$ cat src/verilog/lineif_defs.svh
// Register offsets, field positions, reset values and timing counts
`ifndef LINEIF_DEFS_SVH
`define LINEIF_DEFS_SVH

// ==================================================================
// Register byte offsets
`define ADDR_CONTROL     12'h000
`define ADDR_STATUS      12'h004
`define ADDR_INT_STATUS  12'h008
`define ADDR_INT_MASK    12'h00C

// ==================================================================
// Control fields
`define CTL_RAIL_LSB     0
`define CTL_INVERT       4
`define CTL_EQ_LSB       8
`define CTL_E3_LSB       12
`define CONTROL_RESET    32'h0000_0010
`define CONTROL_MASK     32'h0000_FF1F

// ==================================================================
// Interrupt status fields
`define INT_LCV_LSB      0
`define INT_LOL_LSB      4
`define INT_MASK_BITS    8'hFF

// ==================================================================
// Lock monitor: window in reference edges and allowed slip
`define LOL_WINDOW       7'h40
`define LOL_TOLERANCE    7'h04

`endif

$ cat src/verilog/lineif_pkg.sv
// Types shared by the receive output formatter and its channels
package lineif_pkg;

   // ===============================================================
   // Per-channel configuration, already resolved for host/pin mode
   typedef struct packed {
      logic single_rail;
      logic hdb3;
      logic invert;
   } ch_cfg_t;

   // Per-channel outputs
   typedef struct packed {
      logic pos;
      logic neg;
      logic clk;
      logic lol;
      logic viol_evt;
   } ch_out_t;

   // One received symbol in the decode pipeline
   typedef struct packed {
      logic pos;
      logic neg;
      logic viol;
   } sym_t;

   // Whole state of one channel
   typedef struct packed {
      sym_t [3:0] pipe;
      logic       last_neg;
      logic       seen;
      logic       clk_d;
      logic       ref_d;
      logic [6:0] ref_cnt;
      logic [6:0] rec_cnt;
      logic       lol;
      logic       pos_o;
      logic       neg_o;
      logic       clk_o;
      logic       viol_evt;
   } chan_state_t;

   // Whole state of the top level
   typedef struct packed {
      logic [31:0] control;
      logic [7:0]  int_stat;
      logic [7:0]  int_mask;
      logic [31:0] prdata;
      logic        pready;
      logic        pslverr;
      logic        irq;
      logic [3:0]  lol_d;
      logic [3:0]  eq_out;
   } top_state_t;

endpackage : lineif_pkg

$ cat src/verilog/lineif_channel.sv
// One receive channel: sampling, zero-substitution decode, lock monitor
`timescale 1ns/100ps
`include "lineif_defs.svh"
module lineif_channel
   import lineif_pkg::*;
(
   // Clock and reset
   input  wire logic    sys_clk,
   input  wire logic    reset,
   // Configuration
   input  wire ch_cfg_t cfg,
   // Line side pins
   input  wire logic    tip,
   input  wire logic    ring,
   input  wire logic    rec_clk,
   input  wire logic    ref_clk,
   // Results
   output ch_out_t      out
);

   chan_state_t st;
   chan_state_t next_st;
   logic [3:0]  s;
   logic        rise, fall, out_edge, p_in, n_in, bpv;
   logic        z1, z2, z3, sub00, subb, is_sub, ref_rise;
   sym_t        tail;

   // ===============================================================
   // Pin synchronisers
   lineif_sync #(.W(4)) u_sync
   (
      .sys_clk (sys_clk),
      .reset   (reset),
      .d       ({tip, ring, rec_clk, ref_clk}),
      .q       (s)
   );

   // ===============================================================
   // Next-state logic
   always_comb
   begin
      next_st  = st;
      rise     = s[1] & ~st.clk_d;
      fall     = ~s[1] & st.clk_d;
      out_edge = cfg.invert ? fall : rise;
      p_in     = s[3] & ~s[2];
      n_in     = s[2] & ~s[3];
      bpv      = (p_in | n_in) && st.seen && (n_in == st.last_neg);
      z1 = ~(st.pipe[0].pos | st.pipe[0].neg);
      z2 = ~(st.pipe[1].pos | st.pipe[1].neg);
      z3 = ~(st.pipe[2].pos | st.pipe[2].neg);
      // Substitution shapes differ by code: three or four symbols long
      if (cfg.hdb3)
      begin
         sub00 = z1 & z2 & z3;
         subb  = z1 & z2 & ~z3 & (st.pipe[2].neg == n_in);
      end
      else
      begin
         sub00 = z1 & z2;
         subb  = z1 & ~z2 & (st.pipe[1].neg == n_in);
      end
      is_sub   = cfg.single_rail & bpv & (sub00 | subb);
      tail     = st.pipe[3];
      ref_rise = s[0] & ~st.ref_d;
      next_st.clk_d    = s[1];
      next_st.ref_d    = s[0];
      next_st.viol_evt = 1'b0;
      next_st.clk_o    = s[1] ^ cfg.invert;
      // Shift a symbol in on each recovered rising edge
      if (rise)
      begin
         if (is_sub && subb && cfg.hdb3)
            next_st.pipe[2] = '0;
         else if (is_sub && subb)
            next_st.pipe[1] = '0;
         next_st.pipe[3:1] = next_st.pipe[2:0];
         next_st.pipe[0].pos  = p_in & ~is_sub;
         next_st.pipe[0].neg  = n_in & ~is_sub;
         next_st.pipe[0].viol = cfg.single_rail & bpv & ~is_sub;
         if (p_in | n_in)
         begin
            next_st.last_neg = n_in;
            next_st.seen     = 1'b1;
         end
         if (st.rec_cnt != 7'h7F)
            next_st.rec_cnt = st.rec_cnt + 7'h01;
      end
      // Rails change only on the selected recovered edge
      if (out_edge)
      begin
         if (cfg.single_rail)
         begin
            next_st.pos_o    = tail.pos | tail.neg;
            next_st.neg_o    = tail.viol;
            next_st.viol_evt = tail.viol;
         end
         else
         begin
            next_st.pos_o = tail.pos;
            next_st.neg_o = tail.neg;
         end
      end
      // Compare recovered edges against a window of reference edges
      if (ref_rise)
      begin
         next_st.ref_cnt = st.ref_cnt + 7'h01;
         if (st.ref_cnt == `LOL_WINDOW - 7'h01)
         begin
            next_st.lol = (st.rec_cnt > `LOL_WINDOW + `LOL_TOLERANCE)
               || (st.rec_cnt + `LOL_TOLERANCE < `LOL_WINDOW);
            next_st.ref_cnt = '0;
            next_st.rec_cnt = '0;
         end
      end
   end

   // State register
   always_ff @(posedge sys_clk)
   begin
      if (reset)
         st <= '0;
      else
         st <= next_st;
   end

   assign out = '{pos: st.pos_o, neg: st.neg_o, clk: st.clk_o,
                  lol: st.lol, viol_evt: st.viol_evt};
endmodule : lineif_channel

$ cat src/verilog/lineif_rx_output_formatter.sv
// Four-channel receive output formatter with APB registers
//
// Summary of operation
// Dual rail: negative rail pulses high for each negative line pulse.
// Dual rail: positive rail pulses high for each positive line pulse.
// Pin mode, rail select high: decoder on, violation flag on rail.
// Single rail: decoded data leaves on the positive rail only.
// Host mode: per-channel bit, 0 dual rail, 1 single rail.
// Decoder on: substitution codes become zeros on the data outputs.
// Pin mode: equalizer enable follows each channel's enable input.
// Host mode: equalizer enable pins ignored; keep them grounded.
// Pin mode: one invert select inverts every recovered clock.
// Invert low: rails change on rising edge; high: on falling edge.
// Invert select open counts as high: falling edge by default.
// Far end supplies each reference clock at that channel's rate.
// Loss of lock compares recovered clock against reference clock.
// Far end may share reference and transmit clock sources.
// Each channel runs at its own rate independently.
// Pin mode: rail select sets all four channels together.
// Each violation outside a substitution flags one recovered period.
`timescale 1ns/100ps
`include "lineif_defs.svh"
module lineif_rx_output_formatter
   import lineif_pkg::*;
(
   // Clock and reset
   input  wire logic        sys_clk,
   input  wire logic        reset,
   // APB slave
   input  wire logic        psel,
   input  wire logic        penable,
   input  wire logic        pwrite,
   input  wire logic [11:0] paddr,
   input  wire logic [31:0] pwdata,
   output logic      [31:0] prdata,
   output logic             pready,
   output logic             pslverr,
   // Mode and configuration pins
   input  wire logic        host_or_pin_config_select,
   input  wire logic        rail_select_or_chip_select,
   input  wire logic        recovered_clock_invert_select,
   input  wire logic [3:0]  equalizer_enable_in,
   // Line side, per channel
   input  wire logic [3:0]  line_input_tip,
   input  wire logic [3:0]  line_input_ring,
   input  wire logic [3:0]  recovered_clock_in,
   input  wire logic [3:0]  reference_clock_in,
   // Terminal side, per channel
   output logic      [3:0]  rx_positive_rail_out,
   output logic      [3:0]  rx_negative_rail_out,
   output logic      [3:0]  recovered_clock_out,
   // Analog control and alarms
   output logic      [3:0]  equalizer_on,
   output logic      [3:0]  loss_of_lock,
   // Interrupt
   output logic             irq
);

   top_state_t  st;
   top_state_t  next_st;
   logic [6:0]  pins_s;
   logic        host_s;
   logic        rail_s;
   logic        inv_s;
   logic [3:0]  eq_s;
   logic [3:0]  rail_eff;
   logic        inv_eff;
   logic [3:0]  eq_eff;
   ch_cfg_t     cfg [4];
   ch_out_t     ch_out [4];
   logic [3:0]  viol_evt;
   logic [3:0]  lol_now;
   logic        setup;
   logic        access;
   logic        mapped;
   logic [31:0] rd_val;
   logic [7:0]  int_set;
   logic [7:0]  int_clr;

   // ===============================================================
   // Static pins cross into the system clock domain
   lineif_sync #(.W(7)) u_pin_sync
   (
      .sys_clk (sys_clk),
      .reset   (reset),
      .d       ({host_or_pin_config_select, rail_select_or_chip_select,
                 recovered_clock_invert_select, equalizer_enable_in}),
      .q       (pins_s)
   );

   assign host_s = pins_s[6];
   assign rail_s = pins_s[5];
   assign inv_s  = pins_s[4];
   assign eq_s   = pins_s[3:0];

   // ===============================================================
   // Mode resolution: host register or pins
   // An open invert pin is pulled high on the pad, and the host bit
   // resets to one, so both modes default to the falling edge.
   always_comb
   begin
      if (host_s)
      begin
         rail_eff = st.control[`CTL_RAIL_LSB +: 4];
         inv_eff  = st.control[`CTL_INVERT];
         eq_eff   = st.control[`CTL_EQ_LSB +: 4];
      end
      else
      begin
         rail_eff = {4{rail_s}};
         inv_eff  = inv_s;
         eq_eff   = eq_s;
      end
   end

   // ===============================================================
   // Channels, each with its own rate and decode type
   genvar n;
   generate
      for (n = 0; n < 4; n++)
      begin : g_ch
         assign cfg[n] = '{single_rail: rail_eff[n],
                           hdb3: st.control[`CTL_E3_LSB + n],
                           invert: inv_eff};

         lineif_channel u_ch
         (
            .sys_clk (sys_clk),
            .reset   (reset),
            .cfg     (cfg[n]),
            .tip     (line_input_tip[n]),
            .ring    (line_input_ring[n]),
            .rec_clk (recovered_clock_in[n]),
            .ref_clk (reference_clock_in[n]),
            .out     (ch_out[n])
         );

         assign rx_positive_rail_out[n] = ch_out[n].pos;
         assign rx_negative_rail_out[n] = ch_out[n].neg;
         assign recovered_clock_out[n]  = ch_out[n].clk;
         assign loss_of_lock[n]         = ch_out[n].lol;
         assign viol_evt[n]             = ch_out[n].viol_evt;
         assign lol_now[n]              = ch_out[n].lol;
      end
   endgenerate

   // ===============================================================
   // APB decode
   assign setup  = psel & ~penable;
   assign access = psel & penable & st.pready;

   // Read data is captured in the setup cycle so it leaves a flop
   always_comb
   begin
      mapped = 1'b1;
      rd_val = 32'h0000_0000;
      case (paddr)
         `ADDR_CONTROL:    rd_val = st.control;
         `ADDR_STATUS:     rd_val = {16'h0000, eq_eff, rail_eff,
                                     2'b00, inv_eff, host_s, lol_now};
         `ADDR_INT_STATUS: rd_val = {24'h00_0000, st.int_stat};
         `ADDR_INT_MASK:   rd_val = {24'h00_0000, st.int_mask};
         default:          mapped = 1'b0;
      endcase
   end

   // ===============================================================
   // Sticky events and read-to-clear
   // Only the bits actually returned are cleared, and a new event in
   // the clearing cycle is kept: the set wins.
   always_comb
   begin
      int_set = {lol_now & ~st.lol_d, viol_evt};
      int_clr = 8'h00;
      if (access && !pwrite && paddr == `ADDR_INT_STATUS)
         int_clr = st.prdata[7:0];
   end

   // ===============================================================
   // Next-state logic
   always_comb
   begin
      next_st          = st;
      next_st.pready   = setup;
      next_st.lol_d    = lol_now;
      next_st.eq_out   = eq_eff;
      next_st.int_stat = (st.int_stat & ~int_clr) | int_set;
      if (setup)
      begin
         next_st.pslverr = ~mapped;
         next_st.prdata  = pwrite ? 32'h0000_0000 : rd_val;
      end
      else if (access)
      begin
         next_st.pslverr = 1'b0;
      end
      // Writes land at the access edge only
      if (access && pwrite)
      begin
         case (paddr)
            `ADDR_CONTROL:  next_st.control = pwdata & `CONTROL_MASK;
            `ADDR_INT_MASK: next_st.int_mask = pwdata[7:0]
                                               & `INT_MASK_BITS;
            default:        next_st.control = st.control;
         endcase
      end
      next_st.irq = |(next_st.int_stat & next_st.int_mask);
   end

   // State register
   always_ff @(posedge sys_clk)
   begin
      if (reset)
      begin
         st         <= '0;
         st.control <= `CONTROL_RESET;
      end
      else
         st <= next_st;
   end

   // ===============================================================
   // Outputs, all from the state register
   assign prdata       = st.prdata;
   assign pready       = st.pready;
   assign pslverr      = st.pslverr;
   assign irq          = st.irq;
   assign equalizer_on = st.eq_out;
endmodule : lineif_rx_output_formatter

$ cat src/verilog/lineif_sync.sv
// Two-flop synchroniser for levels entering the system clock domain
`timescale 1ns/100ps
module lineif_sync #(parameter int W = 1)
(
   // Clock and reset
   input  wire logic         sys_clk,
   input  wire logic         reset,
   // Data
   input  wire logic [W-1:0] d,
   output logic      [W-1:0] q
);

   logic [W-1:0] meta;

   // First stage feeds only the second stage
   always_ff @(posedge sys_clk)
   begin
      if (reset)
      begin
         meta <= '0;
         q    <= '0;
      end
      else
      begin
         meta <= d;
         q    <= meta;
      end
   end

endmodule : lineif_sync
$ cat config.mk
export PLATFORM = sky130hd
export DESIGN_NAME = lineif_rx_output_formatter
export DESIGN_NICKNAME = d
export VERILOG_FILES = /design/src/verilog/lineif_pkg.sv /design/src/verilog/lineif_channel.sv /design/src/verilog/lineif_rx_output_formatter.sv /design/src/verilog/lineif_sync.sv
export VERILOG_INCLUDE_DIRS = /design/src /design/src/verilog
export SDC_FILE = /design/constraint.sdc
export NUM_CORES = 1
export LEC_CHECK = 0
export BUFFER_PORTS_ARGS = -buffer_cell sky130_fd_sc_hd__buf_2
export CAP_MARGIN = 20
export CELL_PAD_IN_SITES_DETAIL_PLACEMENT = 0
export CELL_PAD_IN_SITES_GLOBAL_PLACEMENT = 2
export CORE_MARGIN = 1.5
export CORE_UTILIZATION = 36
export DETAILED_ROUTE_END_ITERATION = 16
export PLACE_DENSITY_LB_ADDON = 0.1
export SYNTH_ARGS = -nofsm -noshare
export SYNTH_HDL_FRONTEND = slang
export SYNTH_SLANG_ARGS = --single-unit
export TNS_END_PERCENT = 20
$ cat constraint.sdc
create_clock -name sys_clk -period 3.6 [get_ports sys_clk]
set_input_delay 0.72 -clock sys_clk [delete_from_list [all_inputs] [get_ports sys_clk]]
set_output_delay 0.72 -clock sys_clk [all_outputs]
set_load 0.1 [all_outputs]
Word level (Yosys, flattened, before mapping)
Index checks and enable logic that the tools add are counted.
Word-level totals
  register bits after elaboration: 258
  input bits: 72
  word-level logic and storage cells: 397
Operators by class
  $add $sub $neg: 12
  order comparisons: 8
  equality and inequality tests: 23
  multiplexer cells: 55
  bitwise logic cells: 147
  reductions and logical operators: 41
Operators by type and width (count)
  1-bit bitwise AND: 67
  16-bit one-hot mux with 4 select lines: 1
  15-bit 2-to-1 mux: 4
  7-bit by 1-bit adder with 7-bit output (second input constant): 8
  7-bit 2-to-1 mux: 8
  8-bit 2-to-1 mux: 7
  1-bit inverter: 46
  3-bit 2-to-1 mux: 12
  32-bit 2-to-1 mux: 1
  7-bit by 3-bit adder with 7-bit output (second input constant): 4
  7-bit by 6-bit equality test with 1-bit output (second input constant): 4
  7-bit greater-than comparator (second input constant): 4
  7-bit < comparator (second input constant): 4
  7-bit inequality test (second input constant): 4
  12-bit by 4-bit equality test with 1-bit output (second input constant): 2
  1-bit bitwise OR: 24
  1-bit logical AND: 19
  2-bit AND reduction: 9
  8-bit bitwise AND: 2
  1-bit 2-to-1 mux: 16
  1-bit equality test: 12
  12-bit by 3-bit equality test with 1-bit output (second input constant): 1
  12-bit logical NOT: 1
  3-bit OR reduction: 4
  12 further kinds: 22

Logic depth before layout (Yosys ltp)
  word-level depth: 11
  mapped depth: 8
  depth with buffers taken out: 7

Hierarchy
From an unflattened synthesis, not the netlist that was laid out.
Unflattened totals
  cells, all modules: 1114
  area total of the unflattened synthesis: 10336.2 µm²
Modules (own cells, without submodules)
  lineif_channel: instances 4, cells an instance 185, area an instance 1610.3 µm², seq. area each 700.7 µm²
  lineif_rx_output_formatter: instances 1, cells an instance 281, area an instance 2646.3 µm², seq. area each 1121.1 µm²
  lineif_sync (g_ch[0].u_ch.u_sync ...): instances 4, cells an instance 16, area an instance 210.2 µm², seq. area each 160.2 µm²
  lineif_sync (u_pin_sync): instances 1, cells an instance 29, area an instance 407.9 µm², seq. area each 280.3 µm²

Worst setup path after synthesis
No wires, ideal clock.
  path type: reg2reg
  from: register st (netlist bit pready)
  to: register st (netlist bit irq)
  setup time: 125 ps
  arrival: 2327 ps
  data required time: 3475 ps
  setup slack: 1148 ps
  cell stages (with the launch flop): 6
  buffers on the path: 0
  cells stage by stage: dfxtp_1 -> and4_1 -> nand4_2 -> mux2i_1 -> o32ai_1 -> o41a_1
Between the ends
  longest elaborated chain between the ends: 9
  elaborated cells on any way between the ends: 11
  those cells by class: mux: 2; bitwise: 5; reduce/logical: 4
RTL lines
  start: declaration: RTL line lineif_rx_output_formatter.sv:59  | top_state_t st;
  start signal: assignment: RTL line lineif_rx_output_formatter.sv:219  | st <= next_st;
  1-bit bitwise AND (*): RTL line lineif_rx_output_formatter.sv:150  | assign access = psel & penable & st.pready;
  1-bit logical AND: RTL line lineif_rx_output_formatter.sv:175  | if (access && !pwrite && paddr == `ADDR_INT_STATUS)
  1-bit logical AND (no line)
  8-bit 2-to-1 mux: RTL line lineif_rx_output_formatter.sv:175
  8-bit inverter: RTL line lineif_rx_output_formatter.sv:187  | next_st.int_stat = (st.int_stat & ~int_clr) | int_set;
  8-bit bitwise AND: RTL line lineif_rx_output_formatter.sv:187
  8-bit bitwise OR: RTL line lineif_rx_output_formatter.sv:187
  8-bit bitwise AND (*): RTL line lineif_rx_output_formatter.sv:207  | next_st.irq = |(next_st.int_stat & next_st.int_mask);
  8-bit OR reduction (*): RTL line lineif_rx_output_formatter.sv:207
Every way passes the cells marked *; elsewhere a longest branch is shown, timed or not.
A chain may end at the register's enable or synchronous reset.

Worst setup path in the final report
  from: input paddr[7]
  to: register st[70] (netlist name)
Between the ends
  longest elaborated chain between the ends: 2
RTL lines
  start: declaration: RTL line lineif_rx_output_formatter.sv:33  | input wire logic [11:0] paddr,
  12-bit logical NOT: RTL line lineif_rx_output_formatter.sv:200  | case (paddr)
  2-bit AND reduction (no line)
No other way between the ends.

==> summary.txt <==
Outcome
  • Outcome: completed

Global route
  • Vias in the first global route: 6,830
  • Pin count of the biggest net entering global routing: slightly below 90
  • Total grt overflow: 0
  • Gr usage total: 0.1579
  • Global-route wire length before repair: 36,800 um
  • Initial antenna violation count: 1

Detailed routing
  • WL final: ~23,000 um
  • Routed via count: ~7,300
  • 1st-pass router iterations: 6
  • 1st-iter DRT viols: approximately 420
  • Antenna viol nets, final: 0
  • Via density: between 4 and 5
  • # DRC: 0
  • Drt wl/cell: 14.86 um

Synthesis
  • Prevailing post-synth register cell: dfxtp_1
  • Area leader, netlist: dfxtp_1
  • Synth Register Bits: 242
  • Post-synth EDFFs: 0
  • Synth Area in Compound Gates: 0.1239
  • Count leader, synth: dfxtp_1
  • Adder-cell area share of the yosys netlist: 0.01992
  • Syn. warnings: 0
  • Post-synth ARST share: 0
  • Post-synth top area share: 0.4821
  • Xor-xnor portion of the synthesized cell area: 0.03835
  • Cell count after synthesis: 1,097
  • Post-Synth Simple-Gate Area: 0.2268
  • Netlist cell types: 53
  • Multiplexer share of the synthesized area: 0.04358
  • Most frequent cells after synthesis: 242 x dfxtp_1, 166 x nor2_1, 93 x nand2_1
  • Synth Cell Area: roughly 10,000 um^2
  • Syn avg cell area: a little over 9 um^2
  • Main combinational cell family by area after synthesis: simple AND/OR/NAND/NOR gates
  • Seq/Total Area, Yosys: 0.4821
  • Synth area leaders: dfxtp_1 48%, nor2_1 6.2%, nor2b_1 4.6%, buf_4 4.0%, nand2_1 3.5%

CTS
  • Clock buffer depth: 3
  • Htree depth: 1
  • Cts bufs inserted: 28
  • Cts repair resizes: 0
  • Post-CTS setup repair buffer count: 0
  • CTS root buf: clkbuf_16
  • Clk sink count: 242
  • Clock latency on the worst-skew pair: about 0.53 ns
  • Post-CTS Hold Buffers: 0
  • CTS tree: yes
  • Worst-path clk slew: 0.06 ns

Timing
  • Max-slew violations: 0
  • Achievable frequency: about 420 MHz
  • Final TNS setup: 0 ns
  • Worst Skew: ~0.017 ns
  • Hold_ws: 0.3921 ns
  • Worst Tran Pin Value: slightly below 0.8 ns
  • RSZ-0062 raised after global routing: false
  • Final Hold Viols: 0
  • Final worst path period need: 2.357 ns
  • Worst slew margin: 0.4861
  • Worst setup margin: approximately 1.2 ns
  • Setup violations, final: 0
  • Period utilisation layout: 0.6548

Worst setup path
  • Slowest cell on crit path: or4_1
  • Crit path kind: primary input to flip-flop
  • Worst Path Max Fanout: 13
  • Slowest Stage Delay on Critical Path: 0.88 ns
  • Startpoint Class: primary input
  • CP Data Arrival Time: 2.75 ns
  • Worst-path cell chain: buf_2 -> nor4_2 -> nand3_2 -> or4_1 -> nand2_1 -> a21oi_1
  • Sum of buffers and inverters on the critical path: 1
  • CP Capture Type: flip-flop
  • Cell family with the largest share of critical-path delay: simple AND/OR/NAND/NOR gates
  • Critical Path RT: 3.99 ns

Finish
  • NumNets Final: about 1,200
  • Layout cells sized above 1: 0.1421
  • Synthesis-to-layout area growth: 13.21%
  • Final instance area: ~11,000 um^2

Power and ir drop
  • Pwr/cell area: a little over 500 nW/um^2
  • Leak Pwr: around 4.4 nW
  • VDD IR max: between 0.0003 and 0.0004 V

Floorplanning
  • I/O Pins: roughly 130
  • Die H: 170.1 um
  • Row count: 60
  • Starting Density: 0.3698
  • DIE WIDTH: approximately 170 um
  • Die area: between 20,000 and 30,000 um^2
  • Core ar.: around 27,000 um^2

Placed design
  • RD Place Congestion: about 0.75
  • Port Buffers: 94
  • Post-DP Area: 10,530 um^2
  • Post-detail-place hpwl: between 15,000 and 20,000 um
  • DP Worst Slack: around 0.72 ns

Flow run
  • Maxcap violations: 0

Worst hold path
  • Type of the worst min-delay path: primary input to flip-flop
-- report_power, final --
group,leakage (nW),switching (W),internal [W]
Sequential,1.96,0.0000272,0.00272
Clock,0.417,0.00106,0.00155
Combinational,2.05,0.000302,0.0000945
-- flip-flops by register name, indices dropped and copies added (netlist names) --
signal / flops
g_ch.u_ch.st: 120
st: 29
g_ch.u_ch.out: 20
g_ch.u_ch.u_sync.meta: 16
g_ch.u_ch.u_sync.q: 16
prdata: 16
u_pin_sync.meta: 7
u_pin_sync.q: 7
cfg: 4
equalizer_on: 4
irq: 1
pready: 1
pslverr: 1
-- cell usage in the layout (no fill, tap or decap), types with 5 or more instances in the layout --
cell type / Yosys / final
ha_1: 16 / 16
nor2_1: 166 / 166
nand2b_1: 24 / 24
and4_1: 9 / 9
or2_2: 6 / 6
o21ai_0: 17 / 17
xnor2_1: 16 / 16
buf_2: 3 / 93
xor2_1: 28 / 28
nor3_1: 10 / 10
nor4b_1: 6 / 6
a21oi_1: 69 / 69
o22ai_1: 6 / 6
a31oi_1: 12 / 12
clkinv_2: 0 / 5
dfxtp_1: 242 / 242
mux2i_1: 28 / 28
a22oi_1: 42 / 42
conb_1: 1 / 16
mux4_2: 5 / 5
clkbuf_1: 36 / 10
clkbuf_16: 0 / 29
nand3_1: 6 / 6
a211oi_1: 16 / 16
nand2_1: 93 / 93
o31ai_1: 5 / 5
buf_4: 53 / 7
nand4_1: 21 / 21
inv_1: 16 / 16
o211ai_1: 8 / 8
nor2b_1: 74 / 74
-- cells by family (layout without fill, tap and decap cells) --
group | Yosys count | in the layout
buffers and inverters | 118 | 167
adders and majority gates | 16 | 16
DFF | 242 | 242
and+or+nand+nor | 446 | 446
muxes | 37 | 37
xor gates and xnor gates | 44 | 44
other | 1 | 17
AOI/OAI and AO/OA | 193 | 193
-- metal layers --
metal	GRT usage	vias to the layer above	routed length, um
met2	0.2416	138	9676
met3	0.02791	26	1021
met4	0.03617	0	378
li1	-	3821	-
met1	0.2299	3326	11720
met5	0	-	0
-- per-stage QoR --
step           total power, W    util  cells
2_1_floorplan        0.003133       -   1112
3_3_place_gp         0.003214  0.3875   1485
3_5_place_dp         0.003212  0.3875   1485
4_1_cts              0.005857  0.4186   1533
5_1_grt              0.006009  0.4186   1533
6_report             0.005756  0.4186   1534
-- final cells by class --
class,count,area [um^2]
multi-input cells,752,4608
well taps,372,465.4
clock inverters,5,25.02
inverters,17,63.81
clock buffers,43,818.3
diodes,1,2.502
repair buffers,102,549.3
fillers,2778,15800
flip-flops and latches,242,4845
-- worst paths after layout --
| check | endpoint | slack, ns | cells past startpoint | from |
|---|---|---|---|---|
| worst min-delay path | g_ch[2].u_ch.u_sync.meta[1] | 0.39 | 2 | recovered_clock_in[2] |
| worst max register to register | g_ch[3].u_ch.st[33] | 1.27 | 5 | u_pin_sync.q[6] |
| worst max-delay path | st[70] | 1.24 | 6 | paddr[7] |
| worst min register to register | g_ch[3].u_ch.u_sync.q[3] | 0.43 | 1 | g_ch[3].u_ch.u_sync.meta[3] |
No activity file was read; power rests on OpenSTA's default activity.
